### src/smp_defs.svh
// Constants of the serial host port of the multiplexed analog input module.
//
// Operation
// - The module receives the controller's serial stream on the serial-in line.
// - The module returns its serial answer on the serial-out line.
// - The data-or-address line marks each incoming bit as address or data, and the module treats it so.
// - The active-low slot-select line sends traffic to slot zero when low, and the module then ignores it.
// - Each rising edge of the scan clock advances the channel multiplexer by one source, unless a data-byte channel load lands in the same cycle and wins.
// - The controller supplies the serial clock that times both serial lines.
// - The multiplexer walks 32 input channels plus the cold-junction sensor onto one output channel.
`ifndef SMP_DEFS_SVH
`define SMP_DEFS_SVH

`define SMP_BYTE_W 8
`define SMP_CHAN_W 6
`define SMP_BIT_LAST 3'h7
`define SMP_CHAN_FIRST 6'h00
`define SMP_CHAN_INPUTS 6'h20
`define SMP_CHAN_COLD_JUNCTION 6'h20
`define SMP_MODULE_ADDR 8'h01
`define SMP_BUF_W 8

`endif

### src/smp_pkg.sv
// Types shared by the serial host port design.
`include "smp_defs.svh"
package smp_pkg;

  typedef enum logic [2:0] {
    SMP_IDLE = 3'b001,
    SMP_ADDR = 3'b010,
    SMP_DATA = 3'b100
  } smp_phase_type;

  typedef struct packed {
    logic mosi_s1;
    logic mosi_s2;
    logic da_s1;
    logic da_s2;
    logic sel_s1;
    logic sel_s2;
    logic sck_s1;
    logic sck_s2;
    logic sck_d;
    logic scan_s1;
    logic scan_s2;
    logic scan_d;
    smp_phase_type phase;
    logic [2:0] bit_cnt;
    logic [`SMP_BYTE_W-1:0] shift_in;
    logic [`SMP_BYTE_W-1:0] shift_out;
    logic selected;
    logic [`SMP_CHAN_W-1:0] channel;
    logic miso;
    logic miso_oe;
    logic pend_valid;
    logic [`SMP_BYTE_W-1:0] pend_data;
    logic overrun;
  } smp_state_type;

endpackage

### src/smp_buf.sv
// Two-entry buffer with valid and ready on both sides and registered outputs.
`timescale 1ns/1ps
`include "smp_defs.svh"
module smp_buf #(
  parameter int WIDTH = `SMP_BUF_W
) (
  input wire logic mclk,
  input wire logic rst_n,
  input wire logic in_valid,
  output logic in_ready,
  input wire logic [WIDTH-1:0] in_data,
  output logic out_valid,
  input wire logic out_ready,
  output logic [WIDTH-1:0] out_data
);

  typedef struct packed {
    logic head_v;
    logic [WIDTH-1:0] head_d;
    logic tail_v;
    logic [WIDTH-1:0] tail_d;
  } smp_buf_state_type;

  smp_buf_state_type st_reg;
  smp_buf_state_type st_next;
  logic pop;
  logic push;

  // Ready depends only on the tail flag, so no path runs from out_ready to in_ready.
  assign in_ready = ~st_reg.tail_v;
  assign out_valid = st_reg.head_v;
  assign out_data = st_reg.head_d;
  assign pop = st_reg.head_v & out_ready;
  assign push = in_valid & ~st_reg.tail_v;

  always_comb begin
    st_next = st_reg;
    if (pop) begin
      if (st_reg.tail_v) begin
        st_next.head_d = st_reg.tail_d;
        st_next.tail_v = 1'b0;
      end else begin
        st_next.head_v = 1'b0;
      end
    end
    if (push) begin
      if (!st_next.head_v) begin
        st_next.head_v = 1'b1;
        st_next.head_d = in_data;
      end else begin
        st_next.tail_v = 1'b1;
        st_next.tail_d = in_data;
      end
    end
  end

  always_ff @(posedge mclk or negedge rst_n) begin
    if (!rst_n) begin
      st_reg <= '0;
    end else begin
      st_reg <= st_next;
    end
  end

endmodule

### src/smp_port.sv
// Serial host port and channel sequencer of the multiplexed analog input module.
`timescale 1ns/1ps
`include "smp_defs.svh"
module smp_port
  import smp_pkg::*;
(
  input wire logic mclk,
  input wire logic rst_n,
  input wire logic serial_in_line,
  output logic serial_out_line,
  output logic serial_out_oe,
  input wire logic data_or_address_line,
  input wire logic slot_zero_select_n,
  input wire logic serial_shift_clock,
  input wire logic scan_advance_clock,
  output logic [`SMP_CHAN_W-1:0] channel_select,
  output logic module_selected,
  output logic [`SMP_BYTE_W-1:0] rx_data,
  output logic rx_valid,
  input wire logic rx_ready,
  output logic rx_overrun
);

  smp_state_type st_reg;
  smp_state_type st_next;
  smp_phase_type phase_now;
  logic sck_rise;
  logic sck_fall;
  logic scan_rise;
  logic byte_done;
  logic addr_done;
  logic data_done;
  logic data_load;
  logic buf_in_ready;
  logic [`SMP_BYTE_W-1:0] byte_now;
  logic [`SMP_CHAN_W-1:0] chan_inc;

  // Edges are taken only from the second synchroniser stage and its delayed copy.
  assign sck_rise = st_reg.sck_s2 & ~st_reg.sck_d;
  assign sck_fall = ~st_reg.sck_s2 & st_reg.sck_d;
  assign scan_rise = st_reg.scan_s2 & ~st_reg.scan_d;

  always_comb begin
    // Slot zero traffic is never ours; otherwise the marker line picks address or data.
    if (!st_reg.sel_s2) begin
      phase_now = SMP_IDLE;
    end else if (st_reg.da_s2) begin
      phase_now = SMP_ADDR;
    end else begin
      phase_now = SMP_DATA;
    end
  end

  assign byte_now = {st_reg.shift_in[`SMP_BYTE_W-2:0], st_reg.mosi_s2};
  assign byte_done = sck_rise && (st_reg.bit_cnt == `SMP_BIT_LAST) && (phase_now == st_reg.phase);
  assign addr_done = byte_done && (st_reg.phase == SMP_ADDR);
  assign data_done = byte_done && (st_reg.phase == SMP_DATA) && st_reg.selected;
  assign data_load = data_done && (byte_now[`SMP_CHAN_W-1:0] <= `SMP_CHAN_COLD_JUNCTION)
    && (byte_now[`SMP_BYTE_W-1:`SMP_CHAN_W] == 2'h0);
  assign chan_inc = (st_reg.channel == `SMP_CHAN_COLD_JUNCTION) ? `SMP_CHAN_FIRST
    : st_reg.channel + 6'h01;

  always_comb begin
    st_next = st_reg;
    st_next.mosi_s1 = serial_in_line;
    st_next.mosi_s2 = st_reg.mosi_s1;
    st_next.da_s1 = data_or_address_line;
    st_next.da_s2 = st_reg.da_s1;
    st_next.sel_s1 = slot_zero_select_n;
    st_next.sel_s2 = st_reg.sel_s1;
    st_next.sck_s1 = serial_shift_clock;
    st_next.sck_s2 = st_reg.sck_s1;
    st_next.sck_d = st_reg.sck_s2;
    st_next.scan_s1 = scan_advance_clock;
    st_next.scan_s2 = st_reg.scan_s1;
    st_next.scan_d = st_reg.scan_s2;
    st_next.overrun = 1'b0;

    case (st_reg.phase)
      SMP_IDLE, SMP_ADDR, SMP_DATA: begin
        if (phase_now != st_reg.phase) begin
          // A change of marker or select starts a fresh byte.
          st_next.phase = phase_now;
          st_next.bit_cnt = 3'h0;
          if (phase_now == SMP_IDLE) begin
            st_next.selected = 1'b0;
          end
        end else if (sck_rise && (st_reg.phase != SMP_IDLE)) begin
          st_next.shift_in = byte_now;
          st_next.bit_cnt = st_reg.bit_cnt + 3'h1;
        end
      end
      default: begin
        st_next.phase = SMP_IDLE;
        st_next.bit_cnt = 3'h0;
        st_next.selected = 1'b0;
      end
    endcase

    if (addr_done) begin
      st_next.selected = (byte_now == `SMP_MODULE_ADDR);
    end

    // The answer byte is loaded at a byte boundary and leaves on the following falling edges.
    if (addr_done || data_done) begin
      st_next.shift_out = {2'h0, st_reg.channel};
    end else if (sck_fall && st_reg.selected) begin
      st_next.miso = st_reg.shift_out[`SMP_BYTE_W-1];
      st_next.shift_out = {st_reg.shift_out[`SMP_BYTE_W-2:0], 1'b0};
    end
    st_next.miso_oe = st_next.selected;

    if (data_load) begin
      st_next.channel = byte_now[`SMP_CHAN_W-1:0];
    end else if (scan_rise) begin
      st_next.channel = chan_inc;
    end

    // The link cannot be stalled, so a byte that finds the holding slot still full is dropped and flagged.
    if (data_done) begin
      st_next.pend_valid = 1'b1;
      st_next.pend_data = byte_now;
      st_next.overrun = st_reg.pend_valid & ~buf_in_ready;
      if (st_reg.pend_valid & ~buf_in_ready) begin
        st_next.pend_data = st_reg.pend_data;
      end
    end else if (buf_in_ready) begin
      st_next.pend_valid = 1'b0;
    end
  end

  always_ff @(posedge mclk or negedge rst_n) begin
    if (!rst_n) begin
      st_reg <= '0;
      st_reg.sel_s1 <= 1'b1;
      st_reg.sel_s2 <= 1'b1;
      st_reg.phase <= SMP_IDLE;
    end else begin
      st_reg <= st_next;
    end
  end

  smp_buf #(
    .WIDTH(`SMP_BUF_W)
  ) u_buf (
    .mclk(mclk),
    .rst_n(rst_n),
    .in_valid(st_reg.pend_valid),
    .in_ready(buf_in_ready),
    .in_data(st_reg.pend_data),
    .out_valid(rx_valid),
    .out_ready(rx_ready),
    .out_data(rx_data)
  );

  assign serial_out_line = st_reg.miso;
  assign serial_out_oe = st_reg.miso_oe;
  assign channel_select = st_reg.channel;
  assign module_selected = st_reg.selected;
  assign rx_overrun = st_reg.overrun;

  AST_CHANNEL_ADVANCE: assert property (
    @(posedge mclk) disable iff (!rst_n)
    (scan_rise && !data_load) |=> (channel_select == $past(chan_inc)))
    else $error("Channel did not advance on a scan clock rising edge.");

  AST_CHANNEL_HOLD: assert property (
    @(posedge mclk) disable iff (!rst_n)
    (!scan_rise && !data_load) |=> $stable(channel_select))
    else $error("Channel moved without a scan clock edge or a load.");

  AST_CHANNEL_RANGE: assert property (
    @(posedge mclk) disable iff (!rst_n)
    channel_select <= `SMP_CHAN_INPUTS)
    else $error("Channel index beyond the cold-junction source.");

  AST_WRAP_AFTER_CJ: assert property (
    @(posedge mclk) disable iff (!rst_n)
    (channel_select == `SMP_CHAN_COLD_JUNCTION && scan_rise && !data_load) |=> (channel_select == `SMP_CHAN_FIRST))
    else $error("Sequence did not wrap after the cold-junction source.");

  AST_SAMPLE_ON_RISE: assert property (
    @(posedge mclk) disable iff (!rst_n)
    (sck_rise && st_reg.phase != SMP_IDLE && phase_now == st_reg.phase)
      |=> (st_reg.shift_in[0] == $past(st_reg.mosi_s2)))
    else $error("Serial-in bit not captured on the rising serial clock edge.");

  AST_OUT_ON_FALL: assert property (
    @(posedge mclk) disable iff (!rst_n)
    $changed(serial_out_line) |-> $past(sck_fall))
    else $error("Serial-out changed away from a falling serial clock edge.");

  AST_SLOT0_IGNORED: assert property (
    @(posedge mclk) disable iff (!rst_n)
    (!st_reg.sel_s2) |=> (!module_selected && !serial_out_oe))
    else $error("Module stayed selected during slot zero traffic.");

  AST_ADDR_MATCH: assert property (
    @(posedge mclk) disable iff (!rst_n)
    addr_done |=> (module_selected == ($past(byte_now) == `SMP_MODULE_ADDR)))
    else $error("Address byte did not set the selection correctly.");

  AST_COUNT_ON_CLOCK: assert property (
    @(posedge mclk) disable iff (!rst_n)
    (st_reg.bit_cnt != 3'h0 && $changed(st_reg.bit_cnt)) |-> $past(sck_rise))
    else $error("Bit counter moved without a serial clock edge.");

  AST_DATA_QUEUED: assert property (
    @(posedge mclk) disable iff (!rst_n)
    data_done |=> st_reg.pend_valid)
    else $error("Received data byte was not queued.");

  AST_RESTART_ON_PHASE: assert property (
    @(posedge mclk) disable iff (!rst_n)
    (phase_now != st_reg.phase) |=> (st_reg.bit_cnt == 3'h0))
    else $error("Bit count did not restart on a marker or select change.");

  COV_SCAN: cover property (@(posedge mclk) disable iff (!rst_n) scan_rise ##1 channel_select == 6'h01);
  COV_SELECT: cover property (@(posedge mclk) disable iff (!rst_n) addr_done ##1 module_selected);
  COV_DATA_OUT: cover property (@(posedge mclk) disable iff (!rst_n) data_done ##[1:40] rx_valid);
  COV_STALL: cover property (@(posedge mclk) disable iff (!rst_n) rx_valid && !rx_ready && !buf_in_ready);
  COV_SLOT0: cover property (@(posedge mclk) disable iff (!rst_n) !st_reg.sel_s2 && sck_rise);

endmodule

### config.mk
export PLATFORM = sky130hd
export DESIGN_NAME = smp_port
export DESIGN_NICKNAME = d
export VERILOG_FILES = /design/src/smp_pkg.sv /design/src/smp_buf.sv /design/src/smp_port.sv
export VERILOG_INCLUDE_DIRS = /design/src
export SDC_FILE = /design/constraint.sdc
export NUM_CORES = 1
export LEC_CHECK = 0
export BUFFER_PORTS_ARGS = -buffer_cell sky130_fd_sc_hd__clkbuf_2
export CAP_MARGIN = 20
export CORE_MARGIN = 2
export CORE_UTILIZATION = 55
export CTS_CLUSTER_SIZE = 20
export DETAILED_ROUTE_END_ITERATION = 6
export PLACE_DENSITY = 0.75
export RECOVER_POWER = 25
export SLEW_MARGIN = 10
export SYNTH_ARGS = -nofsm -noshare
export SYNTH_HDL_FRONTEND = slang
export SYNTH_SLANG_ARGS = --single-unit
### constraint.sdc
create_clock -name mclk -period 3.6 [get_ports mclk]
set_clock_uncertainty 0.15 [all_clocks]
set_input_delay 0.54 -clock mclk [delete_from_list [all_inputs] [get_ports mclk]]
set_output_delay 0.54 -clock mclk [all_outputs]
set_load 0.03 [all_outputs]
==> flow_summary.ini, run 1 <==
[outcome]
status = finished with violations
violations = max-capacitance violations, max-slew violations

[placed_design]
dp_cells = 325
dp_hpwl_mm = 3.358
gp_congestion = 0.8228
port-buffer-count = 26
dpl_cell_area_sq_mm = 0.003119

[worst_hold_path]
hold_path.class = in2reg

[routing]
drtPass1Iterations = 4
drt_iter0_drc = 71
drc = 0
vias = 1816
wl_mm = 4.936
vias_per_cell = 5.310
final_antenna_net_count = 0
wl_per_cell_microns = 14.43

[setup_path]
cp_cell_sequence = or3b_1, a21oi_2, nor3b_4, mux2_2
crit_arrival_ns = 2.49
regToRegSetupSlack_ns = 1.18
crit_fanout = 12
max_stage_delay_ns = 0.48
end_kind = flip-flop
cp_top_family = simple AND/OR/NAND/NOR gates
critPathLaunchType = flip-flop
worstPathRequired_ns = 3.67
critPathKind = reg2reg
path_buf_inv = 0
cp_slowest_cell = nor3b_4

[grt]
grt_pass1_wl_mm = 8.749
antenna_found_initial = 0
grt_pass1_vias = 1859
grt_use_total_pct = 18.88
grt_overflow_total = 0
grt_max_degree = 70

[cts]
cts.path.max_buffers = 2
cts_tree = yes
cts_sinks = 69
post_cts_buffers = 0
ctsResizeCount = 0
cts-root-buf = clkbuf_8
cts_buffers = 9
cts_hold_buf = 0
htree_levels = 3
worstSkewPairLatency_ns = 0.34
clk_pin_slew_worst_paths_ns = 0.07

[timing]
maxSlewViolCount = 70
hold_slack_ns = 0.1297
setup_violations = 0
fmax_ghz = 0.4133
maxSlewHeadroom_pct = -9.218
min_period_ns = 2.420
hold_violations = 0
worst_slew_pin_slew_ns = 1.638
rsz0062_at_grt = false
layout_worst_path_cycle_share_pct = 67.21
setup_tns_ns = 0

[power]
power_mw = 1.666
power_density_mw_per_mm2 = 501.1
vdd_drop_max_mv = 0.3001
leakagePower_nw = 1.651

[floorplanning]
initial_utilization_pct = 58.05
rows = 26
die_w_microns = 78.12
fp.dieH_microns = 78.12
core-area_sq_mm = 0.005205
ios = 27
fp.dieArea_sq_mm = 0.006103

[synthesis]
synth-main-ff-cell = dfrtp_1
synth_area_per_cell_sq_um = 12.28
synthArstFlopShare_pct = 100.0
synthCells = 246
yosysWarnings = 0
ys_ff_latch = 69
synth_nets = 258
syn_area_sq_mm = 0.003022
synth_edf_count = 0
ys_seq_area_share_pct = 57.27
yosysUniqueCellTypes = 39

[layout]
layout.cells.non_filler = 342
largest_reg_flops = 27
insertedDiodeCount = 0
drive_gt1_share_pct = 29.41
num-fill-cells = 419
fin_area_sq_mm = 0.003324
fin_nets = 279
area_growth_pct = 10.02

[job]
drv_cap = 1
[path summary, 6_finish.rpt]
kind | startpoint | endpoint | cells past startpoint
setup / recovery | st_reg[39] | byte_now[7] | 4
hold / removal | slot_zero_select_n | st_next[47] | 1
setup reg to reg | st_reg[39] | byte_now[7] | 4
hold reg to reg | st_next[51] | byte_now[0] | 0
max in group asynchronous | rst_n | u_buf.out_data[2] | 2
min in group asynchronous | rst_n | st_next[45] | 2
[cell type report]
type	instances	area, sq um	share of cell area [%]
clock buffer	11	141.4	4.253
sequential	69	1730	52.05
inverter	6	22.52	0.6775
tap	70	87.58	2.635
timing repair buffer	28	142.6	4.291
multi-input combinational	153	1141	34.32
clock inverter	5	58.81	1.769
[where the power goes]
part | switching [mW] | internal, mW
registers | 0.0543 | 0.810
clock network | 0.284 | 0.340
logic | 0.110 | 0.0676
total | 0.448 | 1.22
[synthesized netlist by cell type, types with 2 or more instances]
cell | number | area (sq um)
mux2_2 | 29 | 326.6
a221o_1 | 5 | 50.05
nor3b_1 | 2 | 15.01
nor3_1 | 3 | 15.01
a21oi_1 | 5 | 25.02
nand3_1 | 3 | 15.01
inv_1 | 6 | 22.52
and2_1 | 2 | 12.51
clkbuf_1 | 2 | 7.510
nand2_1 | 23 | 86.33
buf_4 | 16 | 120.1
dfrtp_1 | 66 | 1652
nor2b_1 | 2 | 12.51
nor2_1 | 12 | 45.04
and3_1 | 4 | 25.02
mux2i_1 | 11 | 110.1
dfstp_2 | 3 | 78.83
xnor2_1 | 3 | 26.28
nand2b_1 | 5 | 31.28
ha_1 | 4 | 50.05
o21ai_0 | 17 | 85.08
nand3b_1 | 6 | 45.04
[worst register-to-register path: stages (launching register included)]
cell and delay [ns]:
dfrtp_1 0.43, or3b_1 0.41, a21oi_2 0.45, nor3b_4 0.49
mux2_2 0.39
[layer usage]
layer  vias to the layer above  part of all wire, %  global-route usage (%)
met5                         -                    0                       0
met4                         0                  1.7                   9.825
met3                         8                  4.4                   6.092
met2                        41                   47                   28.10
met1                       878                   47                   24.88
li1                        889                    -                       -
[stage by stage]
step                utilization [%]  worst slack, ns
CTS                           63.77            1.195
floorplan                         -            1.592
global placement              59.93            1.251
finish                        63.87            1.180
global route                  63.87            1.062
detailed placement            59.93            1.221
[cells in the final DEF (no fill, tap or decap), types with 2 or more instances in the layout]
cell	netlist	layout
o21ai_0	17	17
nor3_1	3	3
a221o_1	5	5
nand2_1	23	23
nand2b_1	5	5
inv_1	6	6
nor2_1	12	12
nor3b_1	2	2
clkinvlp_4	0	2
clkbuf_8	0	10
nand3_1	3	3
dfrtp_1	66	66
and2_1	2	2
nand3b_1	6	6
clkbuf_2	0	26
nor2b_1	2	2
xnor2_1	3	3
dfstp_2	3	3
ha_1	4	4
mux2_2	29	29
and3_1	4	4
a21oi_1	5	5
mux2i_1	11	11
[logic make-up after synthesis]
kind of cell    Yosys count  share of synthesized area, %
compound gates           34                         7.288
xor+xnor                  4                         1.160
fa+ha+maj                 4                         1.656
buf+inv                  24                         4.969
flops                    69                         57.27
mux                      40                         14.45
simple gates             71                         13.21
No activity file was read; power rests on OpenSTA's default activity.
==> inputs of run 2 (changes only) <==
==> constraint.sdc (replaced) <==
create_clock -name mclk -period 2.55 [get_ports mclk]
set_clock_uncertainty 0.15 [all_clocks]
set_input_delay 0.3825 -clock mclk [delete_from_list [all_inputs] [get_ports mclk]]
set_output_delay 0.3825 -clock mclk [all_outputs]
set_load 0.03 [all_outputs]
==> run 2 against run 1 <==
Compared with the run above:
- the run now ends clean
- critical path type unchanged
- hold slack lost 0.020 ns
- fmax rose by 17%
- power increased by 47%
- core utilization grew 2.0 points
- critical endpoint is now channel_select[0]
- sequential power is 41% higher
==> flow_summary.ini, run 2 (synthesis results as in run 1) <==
[setup_path]
r2r_cells = 5
critPathLaunchType = flip-flop
end_kind = flip-flop
r2r_start = st_reg[39]
rr_endpoint = channel_select[0]
cp_cell_sequence = or3b_1, a21oi_2, buf_4, o2111ai_2, mux2_2
crit_fanout = 11
cp_slowest_cell = dfrtp_1
regToRegSetupSlack_ns = 0.49
max_stage_delay_ns = 0.43
critPathKind = reg2reg
worstPathRequired_ns = 2.63
crit_arrival_ns = 2.14

[cts]
htree_levels = 3
cts_buffers = 9
cts_sinks = 69
clk_pin_slew_worst_paths_ns = 0.07
ctsResizeCount = 0
worstSkewPairLatency_ns = 0.34
cts_tree = yes
cts-root-buf = clkbuf_8
cts.path.max_buffers = 2

[timing]
maxSlewHeadroom_pct = 9.242
min_period_ns = 2.063
fmax_ghz = 0.4848
setup_tns_ns = 0
fin_ws_ns = 0.4871
layout_worst_path_cycle_share_pct = 80.90
worst_slew_pin_slew_ns = 1.361
maxSlewViolCount = 0
hold_violations = 0
hold_slack_ns = 0.1094
rsz0062_at_grt = false
setup_violations = 0

[layout]
layout_commonest_cell = dfrtp_1
ff_latch_area_sq_mm = 0.001730
multi_input_comb_area_sq_mm = 0.001141
area_growth_pct = 13.46
drive_gt1_share_pct = 28.93
insertedDiodeCount = 0
final_util_pct = 65.87
num-fill-cells = 418
largest_reg_flops = 27
mostFrequentLayoutCells = 66 x dfrtp_1, 29 x mux2_2, 25 x clkbuf_2
fin_nets = 287

[floorplanning]
initial_utilization_pct = 58.05
fp.dieArea_sq_mm = 0.006103
fp.dieH_microns = 78.12
core-area_sq_mm = 0.005205
rows = 26
die_w_microns = 78.12
ios = 27

[routing]
drc = 0
drtPass1Iterations = 5
drt_iter0_drc = 114
final_antenna_net_count = 0
wl_per_cell_microns = 14.22
vias = 1890
vias_per_cell = 5.400
wl_mm = 4.978

[placed_design]
gp_congestion = 0.8196
port-buffer-count = 26
pre_cts_ws_ns = 0.4967
dp_hpwl_mm = 3.349

[power]
power_density_mw_per_mm2 = 712.6
vdd_drop_max_mv = 0.5274
power_mw = 2.443
leakagePower_nw = 1.703

[worst_hold_path]
holdCritStartpoint = rx_ready
whs_path_depth = 2
whs_endpoint = u_buf.st_reg[8]
hold_path.class = in2reg

[grt]
grt_use_total_pct = 18.70
grt_pass1_wl_mm = 8.797
grt_pass1_vias = 1894
antenna_found_initial = 0
grt_overflow_total = 0
grt_max_degree = 47

[outcome]
status = complete, no violations

[job]
drv_cap = 0
## run 2: cell count changes in the layout (fill, tap and decap cells not counted), sizes merged
cell | previous run | this run
inv | 7 | 6
clkinv | 1 | 4
clkbuf | 37 | 36
dlygate4sd3 | 0 | 6
clkinvlp | 2 | 0
bufinv | 1 | 2
buf | 2 | 4
## run 2: worst max path at each step
stage                     startpoint                 to  cells past startpoint
after floorplan           st_reg[38]  channel_select[0]                      4
after global placement    st_reg[39]  channel_select[2]                      5
after detailed placement  st_reg[39]  channel_select[4]                      5
after CTS                 st_reg[39]  channel_select[1]                      5
after global routing      st_reg[39]  channel_select[0]                      5
final                     st_reg[39]  channel_select[0]                      5
## run 2: critical path: cells and delay by family (launching register included)
| family | cells | cell delay, ns |
|---|---|---|
| mux | 1 | 0.34 |
| flops | 1 | 0.43 |
| compound gates | 2 | 0.42 |
| buf+inv | 1 | 0.19 |
| simple gates | 1 | 0.41 |
## run 2: through the flow
step / std cells / instance area, sq um
2_1_floorplan: 246 / 3022
3_3_place_gp: 328 / 3154
3_5_place_dp: 328 / 3154
4_1_cts: 350 / 3430
5_1_grt: 350 / 3428
6_report: 350 / 3428
## run 2: final cells by class
cell class,instances,share of cell area [%]
Sequential cell,69,50.47
Tap cell,70,2.555
Timing Repair Buffer,36,6.752
Inverter,6,0.6569
Multi-Input combinational cell,153,33.28
Clock inverter,6,2.555
Clock buffer,10,3.723
## run 2: routing by layer
metal,up-vias,part of all wire (%),track usage [%],wire length (microns)
met3,10,3.5,5.287,174
met2,36,45,28.10,2256
met1,932,49,25.49,2445
met5,-,0,0,0
met4,0,2.0,8.421,102
li1,912,-,-,-
## run 2: repair_timing
item,in CTS,in global routing
hold endpoints to repair,27,0
hold buffers,6,0
setup buffers,0,0
## run 2: where the power goes
| group | internal (mW) | switching (mW) | leakage (nW) | total, mW |
|---|---|---|---|---|
| Clock | 0.551 | 0.411 | 0.110 | 0.962 |
| Combinational | 0.108 | 0.155 | 0.672 | 0.263 |
| Sequential | 1.14 | 0.0747 | 0.921 | 1.22 |
| Total | 1.80 | 0.641 | 1.70 | 2.44 |
